$ cat src/verilog/icsp_map.svh
// register map, field positions and reset values of the interrupt control block
// assumes a 32-bit apb slave with byte addresses on a 12-bit offset
`ifndef ICSP_MAP_SVH
`define ICSP_MAP_SVH

`define ICSP_ADDR_W        12
`define ICSP_CTRL_OFS      12'h000
`define ICSP_STAT_OFS      12'h004
`define ICSP_RELOAD_OFS    12'h008
`define ICSP_EVT_OFS       12'h00C
`define ICSP_MASK_OFS      12'h010
`define ICSP_PRIO_OFS      12'h014

`define ICSP_MULTI_VECTOR_SELECT_BIT      12
`define ICSP_TPC_MSB       10
`define ICSP_TPC_LSB       8
`define ICSP_POL_LSB       0
`define ICSP_LVL_MSB       10
`define ICSP_LVL_LSB       8
`define ICSP_VEC_MSB       5
`define ICSP_VEC_LSB       0
`define ICSP_EVT_EDGE_BIT  0
`define ICSP_EVT_EXP_BIT   1
`define ICSP_EVT_W         2

`define ICSP_CTRL_RST      32'h00000000
`define ICSP_STAT_RST      32'h00000000
`define ICSP_RELOAD_RST    32'h00000000
`define ICSP_EVT_RST       2'h0
`define ICSP_MASK_RST      2'h0
`define ICSP_PRIO_RST      32'h00000000
`define ICSP_VEC_BASE      6'h01

`endif

$ cat src/verilog/icsp_pkg.sv
// types shared by the interrupt control block
// assumes icsp_map.svh supplies the constants
package icsp_pkg;

  typedef enum logic [1:0] {
    ICSP_TMR_IDLE = 2'b00,
    ICSP_TMR_RUN  = 2'b01
  } icsp_tmr_state_e;

  typedef logic [2:0] icsp_prio_t;
  typedef logic [5:0] icsp_vec_t;

  // a source of level p starts or is held by the timer under threshold t
  function automatic logic icsp_qualifies(input icsp_prio_t p, input icsp_prio_t t);
    return (t != 3'h0) && (p != 3'h0) && (p <= t);
  endfunction

endpackage

$ cat src/verilog/icsp_prox_timer.sv
// proximity timer: loads the reload value on start and counts down to zero
// assumes start is a one-cycle strobe from the owner, qualified by clock enable
`timescale 1ns/1ps
module icsp_prox_timer
  import icsp_pkg::*;
(
  input  wire logic        mclk_in,
  input  wire logic        rst_b_in,
  input  wire logic        ce_in,
  input  wire logic        start_in,
  input  wire logic [31:0] reload_in,
  output logic             running_out,
  output logic             expire_out,
  output logic [31:0]      count_out
);

  icsp_tmr_state_e state_q, state_d;
  logic [31:0]     cnt_q, cnt_d;
  logic            exp_q, exp_d;

  always_comb begin
    state_d = state_q;
    cnt_d   = cnt_q;
    exp_d   = 1'b0;
    case (state_q)
      ICSP_TMR_IDLE: begin
        if (start_in && reload_in != 32'h0) begin
          cnt_d   = reload_in;                       // RL9
          state_d = ICSP_TMR_RUN;
        end
      end
      ICSP_TMR_RUN: begin
        cnt_d = cnt_q - 32'h1;                       // RL12
        if (cnt_q == 32'h1) begin
          state_d = ICSP_TMR_IDLE;
          exp_d   = 1'b1;
        end
      end
      default: begin
        state_d = ICSP_TMR_IDLE;
        cnt_d   = 32'h0;
      end
    endcase
  end

  always_ff @(posedge mclk_in or negedge rst_b_in) begin
    if (!rst_b_in) begin
      state_q <= ICSP_TMR_IDLE;
      cnt_q   <= 32'h0;
      exp_q   <= 1'b0;
    end else if (ce_in) begin
      state_q <= state_d;
      cnt_q   <= cnt_d;
      exp_q   <= exp_d;
    end
  end

  assign running_out = (state_q == ICSP_TMR_RUN);
  assign expire_out  = exp_q;
  assign count_out   = cnt_q;

endmodule // icsp_prox_timer

$ cat src/verilog/icsp_top.sv
// interrupt control, status and proximity timer with an apb register slave
// assumes external inputs are synchronous to mclk_in; core acks the presented request
//
// The register offsets and register access over APB are this design's own decisions.
`timescale 1ns/1ps
`include "icsp_map.svh"

// How it works
// RL1 - control bit 12 selects multi vector mode
// RL2 - threshold N 2..7: priority N or lower starts timer
// RL3 - threshold one: only priority 1 starts timer
// RL4 - threshold zero disables the proximity timer
// RL5 - per input polarity: one rising, zero falling
// RL6 - status bits 10-8 show presented priority level
// RL7 - status bits 5-0 show presented vector number
// RL8 - software trusts status only in single vector
// RL9 - timer loads 32-bit reload value when triggered
// RL10 - unimplemented control and status bits read zero
// RL11 - priority fields 1..7, zero disables the source
// RL12 - timer counts down, holds qualifying interrupts meanwhile
module icsp_top
  import icsp_pkg::*;
#(
  parameter int NUM_EXT = 5
) (
  input  wire logic                    mclk_in,
  input  wire logic                    rst_b_in,
  input  wire logic                    ce_in,
  input  wire logic                    psel_in,
  input  wire logic                    penable_in,
  input  wire logic                    pwrite_in,
  input  wire logic [`ICSP_ADDR_W-1:0] paddr_in,
  input  wire logic [31:0]             pwdata_in,
  output logic [31:0]                  prdata_out,
  output logic                         pready_out,
  output logic                         pslverr_out,
  input  wire logic [NUM_EXT-1:0]      ext_irq_in,
  input  wire logic                    core_irq_ack_in,
  output logic                         core_irq_req_out,
  output logic [5:0]                   core_irq_vector_out,
  output logic [2:0]                   core_irq_level_out,
  output logic                         irq_out
);

  localparam int IW = (NUM_EXT > 1) ? $clog2(NUM_EXT) : 1;
  localparam int PW = NUM_EXT * 3;
  localparam logic [31:0] CTRL_RST = `ICSP_CTRL_RST;
  localparam logic [31:0] STAT_RST = `ICSP_STAT_RST;
  localparam logic [31:0] PRIO_RST = `ICSP_PRIO_RST;

  function automatic icsp_vec_t src_vec(input logic [IW-1:0] idx);
    return `ICSP_VEC_BASE + 6'(idx);
  endfunction

  // control and configuration registers
  logic               multi_vector_select_q, multi_vector_select_d;
  icsp_prio_t         proximity_threshold_q, proximity_threshold_d;
  logic [NUM_EXT-1:0] ext_irq_polarity_q, ext_irq_polarity_d;
  logic [31:0]        proximity_reload_value_q, proximity_reload_value_d;
  logic [PW-1:0]      src_prio_q, src_prio_d;
  icsp_prio_t         presented_priority_level_q, presented_priority_level_d;
  icsp_vec_t          presented_vector_number_q, presented_vector_number_d;
  logic [`ICSP_EVT_W-1:0] evt_q, evt_d, mask_q, mask_d;
  logic               irq_q, irq_d;

  // apb slave state
  logic [31:0] prdata_q, prdata_d, rd_mux;
  logic        pready_q, pready_d, pslverr_q, pslverr_d;
  logic        setup, access, mapped;
  logic        wr_ctrl, wr_stat, wr_reload, wr_evt, wr_mask, wr_prio;

  // source and presentation state
  logic [NUM_EXT-1:0] ext_prev_q, pend_q, pend_d, edge_hit, elig, qual, ack_clr;
  logic [NUM_EXT-1:0] prio_one;
  logic               req_q, req_d;
  logic [IW-1:0]      sel_q, sel_d, best_idx;
  icsp_prio_t         best_lvl;
  icsp_vec_t          cvec_q, cvec_d;
  icsp_prio_t         clvl_q, clvl_d;
  logic               tmr_start, tmr_running, tmr_expire;
  logic [31:0]        tmr_count;

  function automatic icsp_prio_t prio_of(input logic [PW-1:0] p, input int i);
    return p[i*3 +: 3];
  endfunction

  assign setup  = psel_in && !penable_in;
  assign access = psel_in && penable_in && pready_q;
  assign mapped = (paddr_in == `ICSP_CTRL_OFS) || (paddr_in == `ICSP_STAT_OFS) ||
                  (paddr_in == `ICSP_RELOAD_OFS) || (paddr_in == `ICSP_EVT_OFS) ||
                  (paddr_in == `ICSP_MASK_OFS) || (paddr_in == `ICSP_PRIO_OFS);
  assign wr_ctrl   = access && pwrite_in && (paddr_in == `ICSP_CTRL_OFS);
  assign wr_stat   = access && pwrite_in && (paddr_in == `ICSP_STAT_OFS);
  assign wr_reload = access && pwrite_in && (paddr_in == `ICSP_RELOAD_OFS);
  assign wr_evt    = access && pwrite_in && (paddr_in == `ICSP_EVT_OFS);
  assign wr_mask   = access && pwrite_in && (paddr_in == `ICSP_MASK_OFS);
  assign wr_prio   = access && pwrite_in && (paddr_in == `ICSP_PRIO_OFS);

  // read multiplexer; unimplemented bits stay zero
  always_comb begin
    rd_mux = 32'h0;
    case (paddr_in)
      `ICSP_CTRL_OFS: begin
        rd_mux[`ICSP_MULTI_VECTOR_SELECT_BIT] = multi_vector_select_q;                          // RL10
        rd_mux[`ICSP_TPC_MSB:`ICSP_TPC_LSB] = proximity_threshold_q;
        rd_mux[`ICSP_POL_LSB +: NUM_EXT] = ext_irq_polarity_q;
      end
      `ICSP_STAT_OFS: begin
        rd_mux[`ICSP_LVL_MSB:`ICSP_LVL_LSB] = presented_priority_level_q;        // RL10
        rd_mux[`ICSP_VEC_MSB:`ICSP_VEC_LSB] = presented_vector_number_q;
      end
      `ICSP_RELOAD_OFS: rd_mux = proximity_reload_value_q;
      `ICSP_EVT_OFS:    rd_mux[`ICSP_EVT_W-1:0] = evt_q;
      `ICSP_MASK_OFS:   rd_mux[`ICSP_EVT_W-1:0] = mask_q;
      `ICSP_PRIO_OFS:   rd_mux[PW-1:0] = src_prio_q;
      default:          rd_mux = 32'h0;
    endcase
  end

  always_comb begin
    pready_d  = setup;
    pslverr_d = setup && !mapped;
    prdata_d  = (setup && !pwrite_in) ? rd_mux : 32'h0;
    multi_vector_select_d = wr_ctrl ? pwdata_in[`ICSP_MULTI_VECTOR_SELECT_BIT] : multi_vector_select_q; // RL1
    proximity_threshold_d = wr_ctrl ? pwdata_in[`ICSP_TPC_MSB:`ICSP_TPC_LSB]
                                    : proximity_threshold_q;
    ext_irq_polarity_d = wr_ctrl ? pwdata_in[`ICSP_POL_LSB +: NUM_EXT] : ext_irq_polarity_q;
    proximity_reload_value_d = wr_reload ? pwdata_in : proximity_reload_value_q;
    src_prio_d = wr_prio ? pwdata_in[PW-1:0] : src_prio_q;
    mask_d     = wr_mask ? pwdata_in[`ICSP_EVT_W-1:0] : mask_q;
  end

  // edge detection, pending flags and timer qualification
  always_comb begin
    for (int i = 0; i < NUM_EXT; i++) begin
      edge_hit[i] = ext_irq_polarity_q[i] ? (ext_irq_in[i] && !ext_prev_q[i])   // RL5
                                          : (!ext_irq_in[i] && ext_prev_q[i]);
      qual[i]     = icsp_qualifies(prio_of(src_prio_q, i), proximity_threshold_q); // RL2 RL3
      ack_clr[i]  = core_irq_ack_in && req_q && (sel_q == IW'(i));
      prio_one[i] = (prio_of(src_prio_q, i) == 3'h1);
    end
    pend_d    = (pend_q & ~ack_clr) | edge_hit;
    tmr_start = |(edge_hit & qual);                                              // RL4
  end

  // highest priority eligible source; held sources wait for the timer
  always_comb begin
    best_idx = '0;
    best_lvl = 3'h0;
    for (int i = 0; i < NUM_EXT; i++) begin
      elig[i] = pend_q[i] && (prio_of(src_prio_q, i) != 3'h0)                   // RL11
                && !(tmr_running && qual[i]);                                   // RL12
      if (elig[i] && prio_of(src_prio_q, i) > best_lvl) begin
        best_lvl = prio_of(src_prio_q, i);
        best_idx = IW'(i);
      end
    end
    req_d  = |elig;
    sel_d  = req_d ? best_idx : sel_q;
    clvl_d = req_d ? best_lvl : 3'h0;
    cvec_d = (req_d && multi_vector_select_q) ? src_vec(best_idx) : 6'h00;      // RL1
    presented_priority_level_d = wr_stat ? pwdata_in[`ICSP_LVL_MSB:`ICSP_LVL_LSB]
                                         : presented_priority_level_q;
    presented_vector_number_d  = wr_stat ? pwdata_in[`ICSP_VEC_MSB:`ICSP_VEC_LSB]
                                         : presented_vector_number_q;
    if (req_d) begin
      presented_priority_level_d = best_lvl;                                     // RL6
      presented_vector_number_d  = src_vec(best_idx);                            // RL7
    end
  end

  // sticky event flags: a new event beats a write-one clear
  always_comb begin
    evt_d = evt_q & ~(wr_evt ? pwdata_in[`ICSP_EVT_W-1:0] : `ICSP_EVT_RST);
    evt_d[`ICSP_EVT_EDGE_BIT] = evt_d[`ICSP_EVT_EDGE_BIT] | (|edge_hit);
    evt_d[`ICSP_EVT_EXP_BIT]  = evt_d[`ICSP_EVT_EXP_BIT] | tmr_expire;
    irq_d = |(evt_d & mask_d);
  end

  icsp_prox_timer u_timer (
    .mclk_in     (mclk_in),
    .rst_b_in    (rst_b_in),
    .ce_in       (ce_in),
    .start_in    (tmr_start),
    .reload_in   (proximity_reload_value_q),
    .running_out (tmr_running),
    .expire_out  (tmr_expire),
    .count_out   (tmr_count)
  );

  always_ff @(posedge mclk_in or negedge rst_b_in) begin
    if (!rst_b_in) begin
      multi_vector_select_q      <= CTRL_RST[`ICSP_MULTI_VECTOR_SELECT_BIT];
      proximity_threshold_q      <= CTRL_RST[`ICSP_TPC_MSB:`ICSP_TPC_LSB];
      ext_irq_polarity_q         <= CTRL_RST[`ICSP_POL_LSB +: NUM_EXT];
      proximity_reload_value_q   <= `ICSP_RELOAD_RST;
      src_prio_q                 <= PRIO_RST[PW-1:0];
      presented_priority_level_q <= STAT_RST[`ICSP_LVL_MSB:`ICSP_LVL_LSB];
      presented_vector_number_q  <= STAT_RST[`ICSP_VEC_MSB:`ICSP_VEC_LSB];
      evt_q      <= `ICSP_EVT_RST;
      mask_q     <= `ICSP_MASK_RST;
      irq_q      <= 1'b0;
      prdata_q   <= 32'h0;
      pready_q   <= 1'b0;
      pslverr_q  <= 1'b0;
      ext_prev_q <= '0;
      pend_q     <= '0;
      req_q      <= 1'b0;
      sel_q      <= '0;
      cvec_q     <= 6'h00;
      clvl_q     <= 3'h0;
    end else if (ce_in) begin
      multi_vector_select_q      <= multi_vector_select_d;
      proximity_threshold_q      <= proximity_threshold_d;
      ext_irq_polarity_q         <= ext_irq_polarity_d;
      proximity_reload_value_q   <= proximity_reload_value_d;
      src_prio_q                 <= src_prio_d;
      presented_priority_level_q <= presented_priority_level_d;
      presented_vector_number_q  <= presented_vector_number_d;
      evt_q      <= evt_d;
      mask_q     <= mask_d;
      irq_q      <= irq_d;
      prdata_q   <= prdata_d;
      pready_q   <= pready_d;
      pslverr_q  <= pslverr_d;
      ext_prev_q <= ext_irq_in;
      pend_q     <= pend_d;
      req_q      <= req_d;
      sel_q      <= sel_d;
      cvec_q     <= cvec_d;
      clvl_q     <= clvl_d;
    end
  end

  assign prdata_out          = prdata_q;
  assign pready_out          = pready_q;
  assign pslverr_out         = pslverr_q;
  assign core_irq_req_out    = req_q;
  assign core_irq_vector_out = cvec_q;
  assign core_irq_level_out  = clvl_q;
  assign irq_out             = irq_q;
endmodule // icsp_top

$ cat config.mk
export PLATFORM = sky130hd
export DESIGN_NAME = icsp_top
export DESIGN_NICKNAME = d
export VERILOG_FILES = /design/src/verilog/icsp_pkg.sv /design/src/verilog/icsp_prox_timer.sv /design/src/verilog/icsp_top.sv
export VERILOG_INCLUDE_DIRS = /design/src /design/src/verilog
export SDC_FILE = /design/constraint.sdc
export NUM_CORES = 1
export LEC_CHECK = 0
export BUFFER_PORTS_ARGS = -buffer_cell sky130_fd_sc_hd__buf_2
export CORE_UTILIZATION = 45
export CTS_CLUSTER_SIZE = 25
export DETAILED_ROUTE_END_ITERATION = 10
export GPL_TIMING_DRIVEN = 1
export SLEW_MARGIN = 20
export SYNTH_ARGS = -nofsm -noshare
export SYNTH_HDL_FRONTEND = slang
export SYNTH_SLANG_ARGS = --single-unit
$ cat constraint.sdc
create_clock -name mclk_in -period 8.3 [get_ports mclk_in]
set_input_delay 0.415 -clock mclk_in [delete_from_list [all_inputs] [get_ports mclk_in]]
set_output_delay 0.415 -clock mclk_in [all_outputs]
set_load 0.05 [all_outputs]
### Word level (Yosys, flattened, before mapping)

Cells that the tools add are included.
Widths: inputs -> output; s select.

* output and inout port bits: 45
* bits in registers: 162

* $lt $le $gt $ge: 10
* reductions and logical operators: 105
* muxes and demuxes: 39
* add/sub/neg operators: 2
* bitwise gates (word level): 9
* equal/unequal tests: 13

Operator list (count)
* $mux 32: 2
* $pmux 32 s2: 1
* $logic_and 1x1->1: 60
* $mux 3: 11
* $eq 32x1->1 const B: 1
* $reduce_bool 32->1: 1
* $sub 32x1->32 const B: 1
* $eq 12x4->1 const B: 2
* $eq 12x5->1 const B: 2
* $pmux 3 s4: 2
* $logic_not 1->1: 18
* $mux 6: 3
* $reduce_bool 3->1: 6
* $mux 17: 1
* $le 3x3->1: 5
* $reduce_or 5->1: 3
* $eq 12x3->1 const B: 1
* $gt 3x3->1: 4
* $logic_not 12->1: 1
* $pmux 2 s2: 3
* $pmux 2 s6: 1
* $reduce_and 2->1: 6
* $and 5x5->5: 2
* $mux 1: 8
* other kinds (21): 33

### Depth between registers and ports, before layout

* word-level depth: 22
* mapped depth: 37
* depth with buffers taken out: 37

### Hierarchy

Synthesis repeated with hierarchy kept, for this count alone.

* cells, all modules: 890
* area total of the unflattened synthesis: 9039.9 um^2

Modules (own cells, without submodules)
* icsp_top: times used 1, area an instance 6408.6 um^2, cells an instance 570, seq. area each 3128.0 um^2
* icsp_prox_timer: times used 1, area an instance 2631.3 um^2, cells an instance 320, seq. area each 850.8 um^2

### Least setup slack after synthesis

OpenSTA, ideal clock, no wires.

* kind: reg-to-reg
* start point: reg proximity_threshold_q[2]
* end point: reg clvl_q[1] (netlist: core_irq_level_out[1])
* clock period less this slack: 6.024 ns
* buffers on the path: 0
* arrival: 5.886 ns
* cell stages (with the launch flop): 33
* required time: 8.162 ns
* setup time: 0.138 ns
* slack: 2.276 ns
* path through: dfrtp_1 inv_1 ha_1 and3b_1 o21ai_0 a21boi_1 nand2_1 ha_1 nor2b_1 o21a_1 o21a_4 nand2_1 nand2_1 o21ai_0 ha_1 o2111ai_1 o311ai_1 a311oi_2 mux2_4 ha_1 nor2b_1 o21ai_0 a32oi_1 nand2_1 mux2i_1 ha_1 a21o_1 a21oi_1 a31oi_1 nand2_1 nand2_1 o21ai_0 o2bb2ai_1

* word-level cells in the longest chain between the ends: 21

Ends and longest elaborated chain
* from (decl): line icsp_top.sv:57 `icsp_prio_t proximity_threshold_q, proximity_threshold_d;`
* from (signal assigned): line icsp_top.sv:194 `` proximity_threshold_q <= CTRL_RST[`ICSP_TPC_MSB:`ICSP_TPC_LSB]; ``
* from (signal assigned): line icsp_top.sv:214 `proximity_threshold_q <= proximity_threshold_d;`
* branches (longest 20 deep; another with $le 3x3->1)
* $mux 3 (*): line icsp_top.sv:160 `clvl_d = req_d ? best_lvl : 3'h0;`
* to (signal assigned): line icsp_top.sv:231 `clvl_q <= clvl_d;`
* to (decl): line icsp_top.sv:79 `icsp_prio_t clvl_q, clvl_d;`

Mark *: on every way between the ends.
A chain may end at the register's enable or synchronous reset.

### Worst setup path after layout

Same ends and word-level chain as after synthesis.

==> impl_metrics.csv <==
group,metric,value,unit
clock_tree,cts_resized,0,
die,die-area,0.01898,mm^2
grt,grt_usage,0.2612,
cells_and_area,seq_area,0.003979,mm^2
setup_path,crit_type,"reg2reg",
cells_and_area,antennaDiodeCount,0,
placed_design,post_dp_cell_area,0.008966,mm^2
synth,syn_area_per_cell,10.13,um^2
placed_design,place_congestion,0.9235,
cells_and_area,drive_gt1_frac,0.2221,
sta,slew_headroom,0.3691,
setup_path,r2r-start,"proximity_threshold_q[2]",
placed_design,hpwl,17.09,mm
route,wl_per_cell,20.77,um
grt,antenna_found_initial,0,
die,rows,49,
cells_and_area,multiInputGateArea,0.004060,mm^2
sta,fin_skew,0.007898,ns
sta,worst_slew_pin_slew,0.9437,ns
setup_path,worstSetupStartpointType,"register",
route,ant_nets,0,
die,core_area,0.01802,mm^2
route,drc,0,
clock_tree,cts.sinks,159,
power,power_frac_seq,0.452,
power,power.internal,1.434,mW
flow_run,cap_violations,0,
placed_design,place_inst,1114,
sta,final_max_slew_viol_count,0,
clock_tree,clk_pin_slew_worst_paths,0.06,ns
sta,setup_viol,0,
synth,async_reset_ff_frac,1.000,
grt,grt.overflow.total,0,
route,drt-initial-drc-count,466,
route,vias_per_cell,6.074,
setup_path,crit_slowest_cell,"a311oi_2",
synth,yosys-top-cells-area,"dfrtp_1, mux2_2, ha_1",
clock_tree,clk_latency,0.43,ns
sta,fin_hold_ws,0.02821,ns
synth,synth_warnings,0,
sta,hold_violations,0,
grt,grt_pass1_wl,36.69,mm
synth,synth_ff_type,"dfrtp_1",
die,num_io_pins,101,
clock_tree,cts_setup_buffers,0,
setup_path,cp-end-kind,"register",
cells_and_area,final_cells,1143,
setup_path,cp.required,8.58,ns
sta,max_freq,144.9,MHz
cells_and_area,fill_cells,1620,
cells_and_area,syn2layout_area_growth,14.49,%
power,power_frac_clock,0.340,
die,die_w,137.8,um
power,p_per_area,222.3,mW/mm^2
cells_and_area,finalInstanceArea,0.009498,mm^2
route,firstDrtPassIters,5,
power,p_comb_frac,0.208,
synth,synth_enable_flop_cells,0,
clock_tree,ctsLongestPathBuffers,2,
clock_tree,hold_buffers,0,
setup_path,cp.arrival,7.18,ns
sta,timing.final.crit_period,6.899,ns
setup_path,critPathLaunch,"proximity_threshold_q[2]",
grt,grt_max_degree,82,
sta,rsz0062_at_grt,"false",
placed_design,port_buffers,98,
clock_tree,htree_levels,4,
setup_path,slowest_delay,0.43,ns
cells_and_area,nets,987,
clock_tree,numCtsBuffers,17,
cells_and_area,final_cell_mix,"dfrtp_1, buf_2, nand2_1, nor2_1, mux2_2",
synth,netlist_instances,819,
die,die_h,137.8,um
clock_tree,cts_root_buf,"clkbuf_16",
synth,netlist.area_leader.share,0.4796,
sta,min_period_over_period,0.8312,
grt,first_global_vias,6497,
power,netSwitchingFraction,0.3208,
synth,yosys_register_bits,159,
setup_path,cp_max_fo,10,
die,initial_utilization,0.4602,
clock_tree,cts_tree,"built",
cells_and_area,final_common_cell,"dfrtp_1",
route,finalWirelength,23.74,mm
setup_path,crit_top_cell,"nand2_1",
sta,setup_tns,0,ns
synth,synth.distinct_cells,67,
outcome,status,"complete, no violations",
power,p_leak,4.460,nW
route,num_vias,6943,
synth,syn_area,0.008295,mm^2
power,switching_power,0.6773,mW
min_path,min_path_type,"in2async",
synth,synth_top_area_cell,"dfrtp_1",
synth,seq_area_frac_synth,0.4796,
power,peakVddDrop,164.9,uV
[logic make-up (layout without fill, tap and decap cells)]
family | after synthesis | in the layout | synth area share
multiplexers | 72 | 72 | 0.09608
flip-flops | 159 | 159 | 0.4796
AO/OA/AOI/OAI | 254 | 254 | 0.2060
buffers and inverters | 64 | 158 | 0.03198
other | 1 | 2 | 0.0004521
AND/OR/NAND/NOR | 242 | 242 | 0.1451
adder cells (fa/ha/maj) | 27 | 27 | 0.04072
[layout make-up]
type / count / share of cell area
multi-input combinational: 597 / 0.4275
sequential: 159 / 0.4189
inverter: 23 / 0.009090
clock inverter: 11 / 0.01014
timing repair buffer: 106 / 0.05902
tap: 229 / 0.03017
clock buffer: 18 / 0.04519
[registers in the layout (all words and copies together) (netlist names), 5 cells and up]
signal                     cells
src_prio_q                    15
pend_q                         5
ext_irq_polarity_q             5
proximity_reload_value_q      32
prdata_out                    32
u_timer.count_out             32
presented_vector_number_q      6
ext_prev_q                     5
[worst max-delay path, delay by kind of cell, from the launching register on]
kind | cells | cell delay [ns]
fa+ha+maj | 5 | 1.46
mux | 2 | 0.54
flops | 1 | 0.41
simple gates | 9 | 1.44
buf+inv | 1 | 0.15
compound gates | 15 | 2.76
[path summary, 6_finish.rpt]
| kind | slack, ns | end | depth (start not counted) |
|---|---|---|---|
| min reg2reg | 0.48 | core_irq_level_out[0] | 1 |
| max in group asynchronous | 7.05 | u_timer.count_out[31] | 2 |
| min | 0.03 | prdata_out[7] | 1 |
| min in group mclk_in | 0.20 | proximity_reload_value_q[20] | 3 |
| max | 1.40 | core_irq_level_out[1] | 32 |
| max reg2reg | 1.40 | core_irq_level_out[1] | 32 |
[synthesized netlist by cell type (3+ instances only)]
library cell  number
o22ai_1           31
a21o_1             9
and3b_1            3
a21oi_1           49
nand3b_1           3
nand2b_1           4
buf_4              5
nor2_1            59
mux2_2            57
o21ai_1            4
buf_2              5
o2bb2ai_1         19
or3_1              5
clkbuf_1          29
a22oi_1            6
nor3_1            13
mux2i_1           14
dfrtp_1          159
and3_1             6
o211ai_1           3
a22o_1            29
ha_1              27
nor2b_1           10
o21a_1             8
nand4_1            6
o31ai_1            4
inv_1             23
a221oi_1           6
and2_1             5
o21ai_0           55
a31oi_1            4
o311ai_0           3
nor4_1            17
nand2_1           57
nor3b_1            4
nand3_1           39
[per-layer routing]
layer / share of wire / GRT usage / routed length (um)
met1: 0.47 / 0.3693 / 11200
met2: 0.47 / 0.4093 / 11110
met3: 0.047 / 0.04930 / 1121
met4: 0.013 / 0.06824 / 316
met5: 0 / 0 / 0
[stage by stage]
step	total power, mW	worst slack [ns]	util
after floorplan	1.268	2.276	-
after global placement	1.379	1.619	0.4973
after detailed placement	1.402	1.449	0.4974
after CTS	2.127	1.445	0.5266
after global routing	2.226	0.6568	0.5269
final	2.111	1.401	0.5269
[power groups by stage]
stage	logic (mW)	registers, mW	clock network, mW
floorplan	0.320	0.948	0
global placement	0.420	0.959	0
detailed placement	0.437	0.965	0
CTS	0.438	0.951	0.737
global route	0.495	0.966	0.765
finish	0.439	0.954	0.718
Note: power is estimated with default switching activity, not from simulation.
